$ cat config.mk
export PLATFORM = sky130hd
export DESIGN_NAME = dsa_alarm
export DESIGN_NICKNAME = d
export VERILOG_FILES = /design/src/dsa_pkg.sv /design/src/dsa_alarm.sv
export SDC_FILE = /design/constraint.sdc
export NUM_CORES = 1
export LEC_CHECK = 0
export ABC_AREA = 1
export BUFFER_PORTS_ARGS = -buffer_cell sky130_fd_sc_hd__buf_2
export CAP_MARGIN = 20
export CELL_PAD_IN_SITES_DETAIL_PLACEMENT = 0
export CELL_PAD_IN_SITES_GLOBAL_PLACEMENT = 2
export CORE_MARGIN = 1
export CORE_UTILIZATION = 29
export CTS_CLUSTER_DIAMETER = 100
export DETAILED_ROUTE_END_ITERATION = 7
export GPL_ROUTABILITY_DRIVEN = 0
export PLACE_DENSITY = 0.69
export SETUP_SLACK_MARGIN = 0.05
export SLEW_MARGIN = 40
export SYNTH_ARGS = -nofsm -noshare
export SYNTH_HDL_FRONTEND = slang
export SYNTH_SLANG_ARGS = --single-unit
$ cat constraint.sdc
create_clock -name CLOCK -period 4.8 [get_ports CLOCK]
set_clock_uncertainty 0.15 [all_clocks]
set_input_delay 1.2 -clock CLOCK [delete_from_list [all_inputs] [get_ports CLOCK]]
set_output_delay 1.2 -clock CLOCK [all_outputs]
set_load 0.05 [all_outputs]
$ cat src/dsa_pkg.sv
// Purpose: Shared constants and types for the dual setpoint alarm.
// Assumes: 100 MHz system clock, 16-bit signed display value.
// Notes:   Parameter index map: 0..6 channel 1, 7..13 channel 2, 14..15 shortcut.
package dsa_pkg;
  localparam int VAL_W         = 16;
  localparam int TIME_W        = 12;
  localparam int PAR_W         = 4;
  localparam int DIG_W         = 2;
  localparam int NIB_W         = 4;
  localparam int CLK_HZ        = 100_000_000;
  localparam int TICK_PERIOD_S = 1;
  localparam int TICK_CYCLES   = CLK_HZ * TICK_PERIOD_S;
  localparam int IDLE_LIMIT_S  = 10;
  localparam logic [TIME_W-1:0] TIME_MAX_S = 12'hE10;
  // Parameter indices and field codes
  localparam logic [PAR_W-1:0] FLD_EN       = 4'h0;
  localparam logic [PAR_W-1:0] FLD_LEVEL    = 4'h1;
  localparam logic [PAR_W-1:0] FLD_DIR      = 4'h2;
  localparam logic [PAR_W-1:0] FLD_SENSE    = 4'h3;
  localparam logic [PAR_W-1:0] FLD_BAND     = 4'h4;
  localparam logic [PAR_W-1:0] FLD_WAIT     = 4'h5;
  localparam logic [PAR_W-1:0] FLD_MUTE     = 4'h6;
  localparam logic [PAR_W-1:0] CH_FIELDS    = 4'h7;
  localparam logic [PAR_W-1:0] PAR_SHORT_EN = 4'hE;
  localparam logic [PAR_W-1:0] PAR_CODE     = 4'hF;
  localparam logic [PAR_W-1:0] PAR_LEVEL1   = 4'h1;
  localparam logic [PAR_W-1:0] PAR_LEVEL2   = 4'h8;
  localparam logic [DIG_W-1:0] DIGIT_TOP    = 2'h3;
  // Reset values
  localparam logic             RST_EN       = 1'b0;
  localparam logic             RST_DIR_HIGH = 1'b1;
  localparam logic             RST_CLOSE    = 1'b0;
  localparam logic [VAL_W-1:0] RST_CODE     = 16'h0000;

  typedef enum logic [2:0] {
    DSA_ST_DISPLAY = 3'h0,
    DSA_ST_PROMPT  = 3'h1,
    DSA_ST_DIGIT   = 3'h2,
    DSA_ST_OPTION  = 3'h3,
    DSA_ST_CODE    = 3'h4,
    DSA_ST_SHORT   = 3'h5
  } dsa_state_t;

  typedef struct packed {
    logic              en;
    logic              dir_high;
    logic              close_in_alarm;
    logic [VAL_W-1:0]  level;
    logic [VAL_W-1:0]  deadband;
    logic [TIME_W-1:0] activation_wait;
    logic [TIME_W-1:0] mute_period;
  } dsa_chan_cfg_t;

  typedef struct packed {
    logic up;
    logic down;
    logic sel;
    logic quit;
  } dsa_keys_t;
endpackage

$ cat src/dsa_alarm.sv
// Purpose: Two setpoint alarms on the display value with keypad menu.
// Assumes: Display value and strobe come from logic on CLOCK; keys are pins.
// Notes:   Digits are 4-bit nibbles, most significant first.
`timescale 1ns/100ps
// Notes on behaviour
// - Two channels, each high or low trip.
// - Contact sense picks open or closed in alarm.
// - Display alternates value and alarm identifier.
// - Enable gates action, other settings kept.
// - Trip when value reaches or passes level.
// - Output waits programmed delay before alarming.
// - Acknowledge silences output for mute period.
// - Levels compared in display units directly.
// - Each level settable across display range.
// - Numbers edited digit by digit.
// - Options revealed, toggled, confirmed by quit.
// - Trip clears only beyond deadband or when the channel is disabled.
// - Delay 0 to 3600 s, 1 s steps.
// - Nonzero mute makes select an accept key.
// - Shortcut exits on bad code or 10 s idle.
module dsa_alarm #(
  parameter int TICK_CYCLES = dsa_pkg::TICK_CYCLES
) (
  // Clock and reset
  input  wire logic                          CLOCK,
  input  wire logic                          RST_N,
  // Measurement path
  input  wire logic signed [dsa_pkg::VAL_W-1:0] DISP_VALUE,
  input  wire logic                          DISP_STROBE,
  // Keypad pins
  input  wire dsa_pkg::dsa_keys_t            KEYS,
  // Alarm switches, high means closed
  output logic [1:0]                         SWITCH_CLOSED,
  // Display control
  output logic [1:0]                         ALARM_SHOWN,
  output logic                               SHOW_ALARM_ID,
  output dsa_pkg::dsa_state_t                MENU_STATE,
  output logic [dsa_pkg::PAR_W-1:0]          MENU_PARAM,
  output logic [dsa_pkg::VAL_W-1:0]          EDIT_VALUE,
  output logic [dsa_pkg::DIG_W-1:0]          EDIT_DIGIT
);
  localparam int TCK_W = $clog2(TICK_CYCLES + 1);

  if (TICK_CYCLES < 1) begin : g_bad_tick
    $error("TICK_CYCLES must be at least 1");
  end

  function automatic logic trip_next(input logic signed [dsa_pkg::VAL_W-1:0] v,
                                     input logic signed [dsa_pkg::VAL_W-1:0] sp,
                                     input logic [dsa_pkg::VAL_W-1:0] db,
                                     input logic hi, input logic cur);
    logic signed [dsa_pkg::VAL_W+1:0] ve;
    logic signed [dsa_pkg::VAL_W+1:0] se;
    logic signed [dsa_pkg::VAL_W+1:0] de;
    begin
      ve = (dsa_pkg::VAL_W+2)'(v);
      se = (dsa_pkg::VAL_W+2)'(sp);
      de = $signed({2'b00, db});
      if (hi) trip_next = cur ? (ve >= se - de) : (ve >= se);
      else    trip_next = cur ? (ve <= se + de) : (ve <= se);
    end
  endfunction

  function automatic logic [dsa_pkg::TIME_W-1:0] clamp_time(input logic [dsa_pkg::VAL_W-1:0] v);
    clamp_time = (v > {4'h0, dsa_pkg::TIME_MAX_S}) ? dsa_pkg::TIME_MAX_S : v[dsa_pkg::TIME_W-1:0];
  endfunction

  // Key synchronisers and press edges
  logic [3:0] key_s1_reg, key_s2_reg, key_s3_reg;
  always_ff @(posedge CLOCK) begin
    if (!RST_N) begin
      key_s1_reg <= 4'h0;
      key_s2_reg <= 4'h0;
      key_s3_reg <= 4'h0;
    end else begin
      key_s1_reg <= KEYS;
      key_s2_reg <= key_s1_reg;
      key_s3_reg <= key_s2_reg;
    end
  end
  dsa_pkg::dsa_keys_t held, press;
  assign held  = key_s2_reg;
  assign press = key_s2_reg & ~key_s3_reg;
  wire any_press = |(key_s2_reg & ~key_s3_reg);

  // One-second tick
  logic [TCK_W-1:0] tck_reg;
  wire tick = (tck_reg == TCK_W'(TICK_CYCLES - 1));
  always_ff @(posedge CLOCK) begin
    if (!RST_N) tck_reg <= '0;
    else        tck_reg <= tick ? '0 : tck_reg + 1'b1;
  end

  // Stored parameters
  dsa_pkg::dsa_chan_cfg_t       cfg_reg [2];
  logic                         short_en_reg;
  logic [dsa_pkg::VAL_W-1:0]    code_reg;

  // Menu registers
  dsa_pkg::dsa_state_t          st_reg, st_next;
  logic [dsa_pkg::PAR_W-1:0]    par_reg, par_next;
  logic [dsa_pkg::VAL_W-1:0]    edit_reg, edit_next;
  logic [dsa_pkg::DIG_W-1:0]    dig_reg, dig_next;
  logic                         via_short_reg, via_short_next;
  logic [3:0]                   idle_reg;
  logic                         commit;
  logic                         accept;

  // Parameter read decode
  wire                          par_ch  = (par_reg >= dsa_pkg::CH_FIELDS);
  wire [dsa_pkg::PAR_W-1:0]     par_fld = par_ch ? par_reg - dsa_pkg::CH_FIELDS : par_reg;
  dsa_pkg::dsa_chan_cfg_t       cfg_sel;
  assign cfg_sel = cfg_reg[par_ch];
  wire is_short_par = (par_reg == dsa_pkg::PAR_SHORT_EN) || (par_reg == dsa_pkg::PAR_CODE);
  wire is_option = (par_reg == dsa_pkg::PAR_SHORT_EN) ||
                   (!is_short_par && (par_fld == dsa_pkg::FLD_EN || par_fld == dsa_pkg::FLD_DIR ||
                                      par_fld == dsa_pkg::FLD_SENSE));
  wire [dsa_pkg::VAL_W-1:0] cur_val =
    (par_reg == dsa_pkg::PAR_CODE)     ? code_reg :
    (par_reg == dsa_pkg::PAR_SHORT_EN) ? {15'h0000, short_en_reg} :
    (par_fld == dsa_pkg::FLD_LEVEL)    ? cfg_sel.level :
    (par_fld == dsa_pkg::FLD_BAND)     ? cfg_sel.deadband :
    (par_fld == dsa_pkg::FLD_WAIT)     ? {4'h0, cfg_sel.activation_wait} :
    (par_fld == dsa_pkg::FLD_MUTE)     ? {4'h0, cfg_sel.mute_period} :
    (par_fld == dsa_pkg::FLD_EN)       ? {15'h0000, cfg_sel.en} :
    (par_fld == dsa_pkg::FLD_DIR)      ? {15'h0000, cfg_sel.dir_high} :
                                         {15'h0000, cfg_sel.close_in_alarm};
  localparam int NIB_SHIFT_W = dsa_pkg::DIG_W + 2;
  wire [NIB_SHIFT_W-1:0] nib_sh = {dig_reg, 2'b00};
  wire [dsa_pkg::NIB_W-1:0] nib = edit_reg[nib_sh +: dsa_pkg::NIB_W];
  wire timeout = (idle_reg >= 4'(dsa_pkg::IDLE_LIMIT_S));
  wire [1:0] active;
  wire any_mute = (cfg_reg[0].mute_period != '0) || (cfg_reg[1].mute_period != '0);

  // Menu sequencing
  always_comb begin
    st_next        = st_reg;
    par_next       = par_reg;
    edit_next      = edit_reg;
    dig_next       = dig_reg;
    via_short_next = via_short_reg;
    commit         = 1'b0;
    accept         = 1'b0;
    unique case (st_reg)
      dsa_pkg::DSA_ST_DISPLAY: begin
        if ((press.sel && held.up) || (press.up && held.sel)) begin
          if (short_en_reg) begin
            via_short_next = 1'b1;
            par_next       = dsa_pkg::PAR_LEVEL1;
            edit_next      = '0;
            dig_next       = dsa_pkg::DIGIT_TOP;
            st_next        = (code_reg == '0) ? dsa_pkg::DSA_ST_SHORT : dsa_pkg::DSA_ST_CODE;
          end
        end else if (press.sel) begin
          accept = any_mute && (|active);
        end else if (press.quit) begin
          via_short_next = 1'b0;
          par_next       = '0;
          st_next        = dsa_pkg::DSA_ST_PROMPT;
        end
      end
      dsa_pkg::DSA_ST_PROMPT: begin
        if (press.up) par_next = par_reg + 1'b1;
        else if (press.down) par_next = par_reg - 1'b1;
        else if (press.sel) begin
          edit_next = cur_val;
          dig_next  = dsa_pkg::DIGIT_TOP;
          st_next   = is_option ? dsa_pkg::DSA_ST_OPTION : dsa_pkg::DSA_ST_DIGIT;
        end else if (press.quit) st_next = dsa_pkg::DSA_ST_DISPLAY;
      end
      dsa_pkg::DSA_ST_DIGIT, dsa_pkg::DSA_ST_CODE: begin
        if (press.up) edit_next[nib_sh +: dsa_pkg::NIB_W] = nib + 1'b1;
        else if (press.down) edit_next[nib_sh +: dsa_pkg::NIB_W] = nib - 1'b1;
        else if (press.sel) dig_next = dig_reg - 1'b1;
        else if (press.quit) begin
          if (st_reg == dsa_pkg::DSA_ST_CODE) begin
            st_next = (edit_reg == code_reg) ? dsa_pkg::DSA_ST_SHORT : dsa_pkg::DSA_ST_DISPLAY;
          end else begin
            commit  = 1'b1;
            st_next = via_short_reg ? dsa_pkg::DSA_ST_SHORT : dsa_pkg::DSA_ST_PROMPT;
          end
        end
      end
      dsa_pkg::DSA_ST_OPTION: begin
        if (press.up || press.down) edit_next = {15'h0000, ~edit_reg[0]};
        else if (press.quit) begin
          commit  = 1'b1;
          st_next = dsa_pkg::DSA_ST_PROMPT;
        end
      end
      dsa_pkg::DSA_ST_SHORT: begin
        if (press.up || press.down)
          par_next = (par_reg == dsa_pkg::PAR_LEVEL1) ? dsa_pkg::PAR_LEVEL2 : dsa_pkg::PAR_LEVEL1;
        else if (press.sel) begin
          edit_next = cur_val;
          dig_next  = dsa_pkg::DIGIT_TOP;
          st_next   = dsa_pkg::DSA_ST_DIGIT;
        end else if (press.quit) st_next = dsa_pkg::DSA_ST_DISPLAY;
      end
      default: st_next = dsa_pkg::DSA_ST_DISPLAY;
    endcase
    if (via_short_reg && st_reg != dsa_pkg::DSA_ST_DISPLAY && timeout)
      st_next = dsa_pkg::DSA_ST_DISPLAY;
  end

  always_ff @(posedge CLOCK) begin
    if (!RST_N) begin
      st_reg        <= dsa_pkg::DSA_ST_DISPLAY;
      par_reg       <= '0;
      edit_reg      <= '0;
      dig_reg       <= dsa_pkg::DIGIT_TOP;
      via_short_reg <= 1'b0;
      idle_reg      <= 4'h0;
    end else begin
      st_reg        <= st_next;
      par_reg       <= par_next;
      edit_reg      <= edit_next;
      dig_reg       <= dig_next;
      via_short_reg <= via_short_next;
      idle_reg      <= (any_press || st_reg == dsa_pkg::DSA_ST_DISPLAY) ? 4'h0 :
                       (tick && !timeout) ? idle_reg + 4'h1 : idle_reg;
    end
  end

  // Parameter store; only the field edited changes
  always_ff @(posedge CLOCK) begin
    if (!RST_N) begin
      for (int c = 0; c < 2; c++) begin
        cfg_reg[c] <= '{en: dsa_pkg::RST_EN, dir_high: dsa_pkg::RST_DIR_HIGH,
                        close_in_alarm: dsa_pkg::RST_CLOSE, default: '0};
      end
      short_en_reg <= 1'b0;
      code_reg     <= dsa_pkg::RST_CODE;
    end else if (commit) begin
      if (par_reg == dsa_pkg::PAR_CODE) code_reg <= edit_reg;
      else if (par_reg == dsa_pkg::PAR_SHORT_EN) short_en_reg <= edit_reg[0];
      else begin
        unique case (par_fld)
          dsa_pkg::FLD_EN:    cfg_reg[par_ch].en <= edit_reg[0];
          dsa_pkg::FLD_LEVEL: cfg_reg[par_ch].level <= edit_reg;
          dsa_pkg::FLD_DIR:   cfg_reg[par_ch].dir_high <= edit_reg[0];
          dsa_pkg::FLD_SENSE: cfg_reg[par_ch].close_in_alarm <= edit_reg[0];
          dsa_pkg::FLD_BAND:  cfg_reg[par_ch].deadband <= edit_reg;
          dsa_pkg::FLD_WAIT:  cfg_reg[par_ch].activation_wait <= clamp_time(edit_reg);
          dsa_pkg::FLD_MUTE:  cfg_reg[par_ch].mute_period <= clamp_time(edit_reg);
          default:            code_reg <= code_reg;
        endcase
      end
    end
  end

  // Alarm channels
  for (genvar c = 0; c < 2; c++) begin : g_ch
    logic                         cond_reg;
    logic                         act_reg;
    logic [dsa_pkg::TIME_W-1:0]   wait_reg;
    logic [dsa_pkg::TIME_W-1:0]   mute_reg;
    dsa_pkg::dsa_chan_cfg_t       cfg;
    assign cfg = cfg_reg[c];
    wire cond_next = !cfg.en ? 1'b0 :
                     DISP_STROBE ? trip_next(DISP_VALUE, $signed(cfg.level), cfg.deadband,
                                             cfg.dir_high, cond_reg) : cond_reg;
    wire [dsa_pkg::TIME_W-1:0] wait_next =
      !cond_reg ? '0 : (tick && wait_reg < cfg.activation_wait) ? wait_reg + 1'b1 : wait_reg;
    wire act_next = cfg.en && cond_reg && (wait_reg >= cfg.activation_wait);
    wire [dsa_pkg::TIME_W-1:0] mute_next =
      !act_reg ? '0 : (accept && cfg.mute_period != '0) ? cfg.mute_period :
      (tick && mute_reg != '0) ? mute_reg - 1'b1 : mute_reg;
    wire drive = act_reg && (mute_reg == '0);
    assign active[c] = act_reg;
    always_ff @(posedge CLOCK) begin
      if (!RST_N) begin
        cond_reg         <= 1'b0;
        act_reg          <= 1'b0;
        wait_reg         <= '0;
        mute_reg         <= '0;
        SWITCH_CLOSED[c] <= ~dsa_pkg::RST_CLOSE;
        ALARM_SHOWN[c]   <= 1'b0;
      end else begin
        cond_reg         <= cond_next;
        act_reg          <= act_next;
        wait_reg         <= wait_next;
        mute_reg         <= mute_next;
        SWITCH_CLOSED[c] <= cfg.close_in_alarm ? drive : ~drive;
        ALARM_SHOWN[c]   <= act_reg;
      end
    end
  end

  // Display alternation and menu outputs
  always_ff @(posedge CLOCK) begin
    if (!RST_N) SHOW_ALARM_ID <= 1'b0;
    else        SHOW_ALARM_ID <= !(|active) ? 1'b0 : tick ? ~SHOW_ALARM_ID : SHOW_ALARM_ID;
  end
  assign MENU_STATE = st_reg;
  assign MENU_PARAM = par_reg;
  assign EDIT_VALUE = edit_reg;
  assign EDIT_DIGIT = dig_reg;
endmodule

Word-level counts from Yosys, hierarchy flattened
Memories as Yosys holds them, arrays and structs flattened.
Cells that the tools add are included.
{"block": "word_totals", "inputBits": 23, "memories": 1, "regBits": 143, "mem_bits_rw": 118, "output_inout_bits": 30, "elab_cells": 307}
{"block": "op_classes", "n_eq_ne": 36, "n_mux": 135, "shifts": 4, "addsub": 17, "magnitude_cmp": 15, "n_reduce_logical": 66, "bitwise": 8}
{"memory": "cfg_reg", "depth": 2, "width": 59, "rd": 3, "rd_ports_with_merged_regs": 0, "write_ports": 2, "line": "dsa_alarm.sv:95", "text": "dsa_pkg::dsa_chan_cfg_t cfg_reg [2];"}
{"op": "two-way mux 16 bit", "count": 13}
{"op": "two-way mux 12 bit", "count": 7}
{"op": "case mux 16 bit (5 select lines)", "count": 1}
{"op": "two-way mux 1 bit", "count": 70}
{"op": "two-way mux 59 bit", "count": 1}
{"op": "OR reduction 59 bit", "count": 1}
{"op": "two-way mux 3 bit", "count": 18}
{"op": "nonzero test 12 bit", "count": 4}
{"op": "adder 16 x 17 -> 18 bit", "count": 2}
{"op": "greater-or-equal comparator 16 x 18 -> 1 bit", "count": 2}
{"op": "<= comparator 16 x 18 -> 1 bit", "count": 2}
{"op": "two-way mux 4 bit", "count": 9}
{"op": "subtractor 16 x 17 -> 18 bit", "count": 2}
{"op": "bitwise mux 16 bit", "count": 2}
{"op": "greater-or-equal comparator 16 bit", "count": 2}
{"op": "<= comparator 16 bit", "count": 2}
{"op": "indexed part select 4 x 6 -> 16 bit", "count": 2}
{"op": "!= test 2 bit (second input constant)", "count": 14}
{"op": "adder 27 x 1 -> 27 bit (second input constant)", "count": 1}
{"op": "equality test 27 bit (second input constant)", "count": 1}
{"op": "adder 12 x 1 -> 12 bit (second input constant)", "count": 2}
{"op": "greater-or-equal comparator 12 bit", "count": 2}
{"op": "zero test 12 bit", "count": 2}
{"op": "less-than comparator 12 bit", "count": 2}
{"op": "49 further kinds", "count": 117}

Longest topological paths before layout
{"block": "depth", "ltp_word": 15, "mapped_depth": 29, "ltp_nobuf": 28}

Worst setup path before layout
OpenSTA, ideal clock, no wires.
{"block": "synth_timing", "path_type": "register -> register", "startpoint": "memory cfg_reg[1][40] (netlist name)", "endpoint": "register g_ch[1].cond_reg", "stages_incl_launch_ff": 24, "setup_ns": 0.109, "arrival_time_ns": 3.258, "path_buffers": 0, "period_less_slack_ns": 3.517, "setup_slack_ns": 1.283, "required_ns": 4.541, "cell_sequence": "edfxtp_1 ha_1 inv_1 fa_1 o31ai_1 nand4_1 o2111ai_1 nand3_1 nand2_1 nand2_1 a22oi_1 xor2_1 ha_1 nand2_1 inv_1 nand3_1 inv_1 a21oi_1 nand3_1 xor2_1 o21ai_0 nand2_1 nand2_1 inv_1"}
{"item": "from (decl)", "line": "dsa_alarm.sv:95"}
{"item": "to (signal assigned)", "line": "dsa_alarm.sv:280", "text": "cond_reg <= cond_next;"}
{"item": "to (decl)", "line": "dsa_alarm.sv:254", "text": "logic cond_reg;"}

==> results.json <==
{
  "die_area_um2": 69400,
  "drcViolationCount": 0,
  "yosys.area.top_type_share": 0.1788,
  "setup.worst_path.start_class": "register",
  "drt_pass1_iterations": 5,
  "cell_type_of_the_slowest_stage_on_the_worst_timing_path": "sky130_fd_sc_hd__edfxtp_1",
  "first_pass_grt_wire_length_um": 107200,
  "power.share.sequential": 0.384,
  "synth_area_leaders": "sky130_fd_sc_hd__edfxtp_1 (18%), sky130_fd_sc_hd__dfxtp_1 (14%), sky130_fd_sc_hd__ha_1 (14%)",
  "min_period_over_period": 0.8489,
  "core.rowCount": 95,
  "setup_viol": 0,
  "tritoncts.num_buffers": 34,
  "clock_power_share": 0.418,
  "cp_data_required_time_ns": 5.08,
  "p_sw_w": 0.002004,
  "synthMostInstantiatedCell": "sky130_fd_sc_hd__nand2_1",
  "arrival_ns": 4.36,
  "clockRootBuffer": "sky130_fd_sc_hd__clkbuf_16",
  "timing.critical_path.mode_cell": "sky130_fd_sc_hd__nand2_1",
  "first_global_vias": 17621,
  "insertion_delay_to_the_later_sink_of_the_worst_skew_pair_ns": 0.53,
  "power.share.combinational": 0.198,
  "area.growth.synth_to_final_pct": 11.07,
  "global_route.usage.total": 0.2004,
  "syn_inst": 2677,
  "yosysSeqAreaShare": 0.3232,
  "largest_register_ff_count": 118,
  "design.core.area_um2": 67400,
  "actual_transition_at_the_worst_max_transition_pin_ns": 0.8280,
  "final_layout_size_suffix_gt1_frac": 0.06542,
  "die_x_um": 263.4,
  "final.setup.tns_ns": 0,
  "clkTransAtPathRegs_ns": 0.07,
  "netSwitchingFraction": 0.3155,
  "synth_top_cell_by_area": "sky130_fd_sc_hd__edfxtp_1",
  "post-dp-hpwl_um": 55600,
  "io_buffers": 52,
  "timing_worst_setup_path_type": "register to register",
  "largest_fanout_on_the_critical_path": 7,
  "min-delay-path-class": "register to register",
  "timing.final.crit_period_ns": 4.075,
  "leakage_nw": 9.398,
  "cts_resized": 0,
  "max-vdd-ir-drop_mv": 0.2448,
  "clock_sink_count": 261,
  "post_synth_edffs": 118,
  "antenna_left": 0,
  "vias_per_cell": 5.047,
  "detail_route.iter0.violations": 1404,
  "layoutNonFillerInstCount": 3594,
  "post_synth_instance_area_um2": 19820,
  "grt_antenna_before_repair": 0,
  "vias": 18139,
  "cts.htree.levels": 2,
  "avgSynthCellArea_um2": 7.405,
  "remaining_max_slew_budget_at_the_tightest_pin": 0.4480,
  "routed_wirelength_um": 70910,
  "die_y_um": 263.4,
  "synth_fp_nets": 2918,
  "final-max-slew-violation-count": 0,
  "numPlacedInstances": 3535,
  "hold_viol_final": 0,
  "postSynth.asyncResetShare": 0,
  "pwr_density_cell_nw_per_um2": 288.5,
  "timing.critical_path.to_type": "register",
  "synth.top_cells.by_count": "sky130_fd_sc_hd__nand2_1 (545), sky130_fd_sc_hd__inv_1 (358), sky130_fd_sc_hd__nor2_1 (273)",
  "grt_overflow_total": 0,
  "worst_path_largest_cell_delay_ns": 0.45,
  "synth_warnings": 0,
  "max_freq_mhz": 245.4,
  "total_power_w": 0.006352,
  "post_cts_buffers": 0,
  "io_pins": 53,
  "result_of_the_run": "finished clean",
  "postSynth.topFlopCell": "sky130_fd_sc_hd__dfxtp_1",
  "cap_violations": 0,
  "maximum_number_of_buffers_from_clock_root_to_sink": 3,
  "netlist-cell-type-count": 58,
  "ys_seq_elements": 261,
  "design.final.nets": 2939,
  "rsz_0062_raised_after_global_routing": "false",
  "antennaDiodeCount": 0,
  "total_of_hold_buffers_inserted_after_clock_tree_synthesis": 0,
  "routedWlPerCell_um": 19.73,
  "internal_power_contribution_w": 0.004348,
  "cts_tree": "done",
  "maximum_number_of_pins_on_one_net_before_global_route_repair": 74,
  "initial_utilization": 0.2941
}
==> power by group through the flow <==
stage	logic (W)	clock network [W]	registers (W)
after global placement	0.00124	0	0.00249
final	0.00126	0.00266	0.00244
after global routing	0.00139	0.00280	0.00245
after detailed placement	0.00124	0	0.00249
after CTS	0.00125	0.00273	0.00244
after floorplan	0.000807	0	0.00249
==> routing by layer <==
layer | vias to the layer above | wire, um | track usage
met5 | - | 0 | 0
met1 | 8590 | 32660 | 0.2680
met3 | 108 | 3508 | 0.02965
met4 | 0 | 2550 | 0.07381
met2 | 422 | 32200 | 0.3252
li1 | 9019 | - | -
==> through the flow <==
step / cell area (um2) / worst slack [ns] / utilization / hold slack [ns]
6_report: 22020 / 0.7251 / 0.3267 / 0.2668
5_1_grt: 22020 / 0.3217 / 0.3267 / 0.2840
4_1_cts: 22020 / 0.6965 / 0.3267 / 0.2703
3_5_place_dp: 20880 / 0.7121 / 0.3098 / 0.2606
3_3_place_gp: 20860 / 0.6738 / 0.3095 / 0.2514
2_1_floorplan: 19820 / 1.283 / - / 0.2405
==> final timing paths <==
path	slack, ns	cells after the start	to	from
max	0.73	25	g_ch[0].cond_reg$_SDFFE_PN0P_	cfg_reg[0][26]$_SDFFCE_PN0P_
min	0.27	2	held[3]$_SDFF_PN0_	key_s1_reg[3]$_SDFF_PN0_
max reg2reg	0.73	25	g_ch[0].cond_reg$_SDFFE_PN0P_	cfg_reg[0][26]$_SDFFCE_PN0P_
min reg2reg	0.27	2	held[3]$_SDFF_PN0_	key_s1_reg[3]$_SDFF_PN0_
==> cells in the final DEF (no fill, tap or decap), drive strengths merged, types with 94 or more instances in the layout <==
cell type	instances
nand2	555
inv	375
nor2	284
a21oi	222
ha	214
o21ai	175
dfxtp	143
edfxtp	118
nand3	115
xor2	94
==> logic make-up (layout without fill, tap and decap cells) <==
| group | count (synthesis) | count (layout) | share of synthesized area |
|---|---|---|---|
| AOI/OAI and AO/OA | 540 | 540 | 0.1538 |
| xor gates and xnor gates | 105 | 105 | 0.04639 |
| adders and majority gates | 218 | 218 | 0.1391 |
| buffers and inverters | 452 | 496 | 0.09146 |
| DFF | 261 | 261 | 0.3232 |
| and+or+nand+nor | 1101 | 1101 | 0.2460 |
==> critical path: cells and delay by family (launching register included) <==
kind | cells | cell delay, ns
AND/OR/NAND/NOR | 12 | 0.91
buffers and inverters | 3 | 0.19
flip-flops | 1 | 0.45
XOR/XNOR | 1 | 0.23
adder cells (fa/ha/maj) | 2 | 0.70
AO/OA/AOI/OAI | 7 | 1.36
==> layout make-up <==
| type | count | area, um2 |
|---|---|---|
| clock inverter | 23 | 260.3 |
| fill | 7246 | 45380 |
| clock buffer | 36 | 879.6 |
| tap | 873 | 1092 |
| inverter | 373 | 1400 |
| timing repair buffer | 64 | 366.6 |
| multi-input combinational | 1964 | 11610 |
| sequential | 261 | 6406 |
Power figures use the tool's default switching activity.
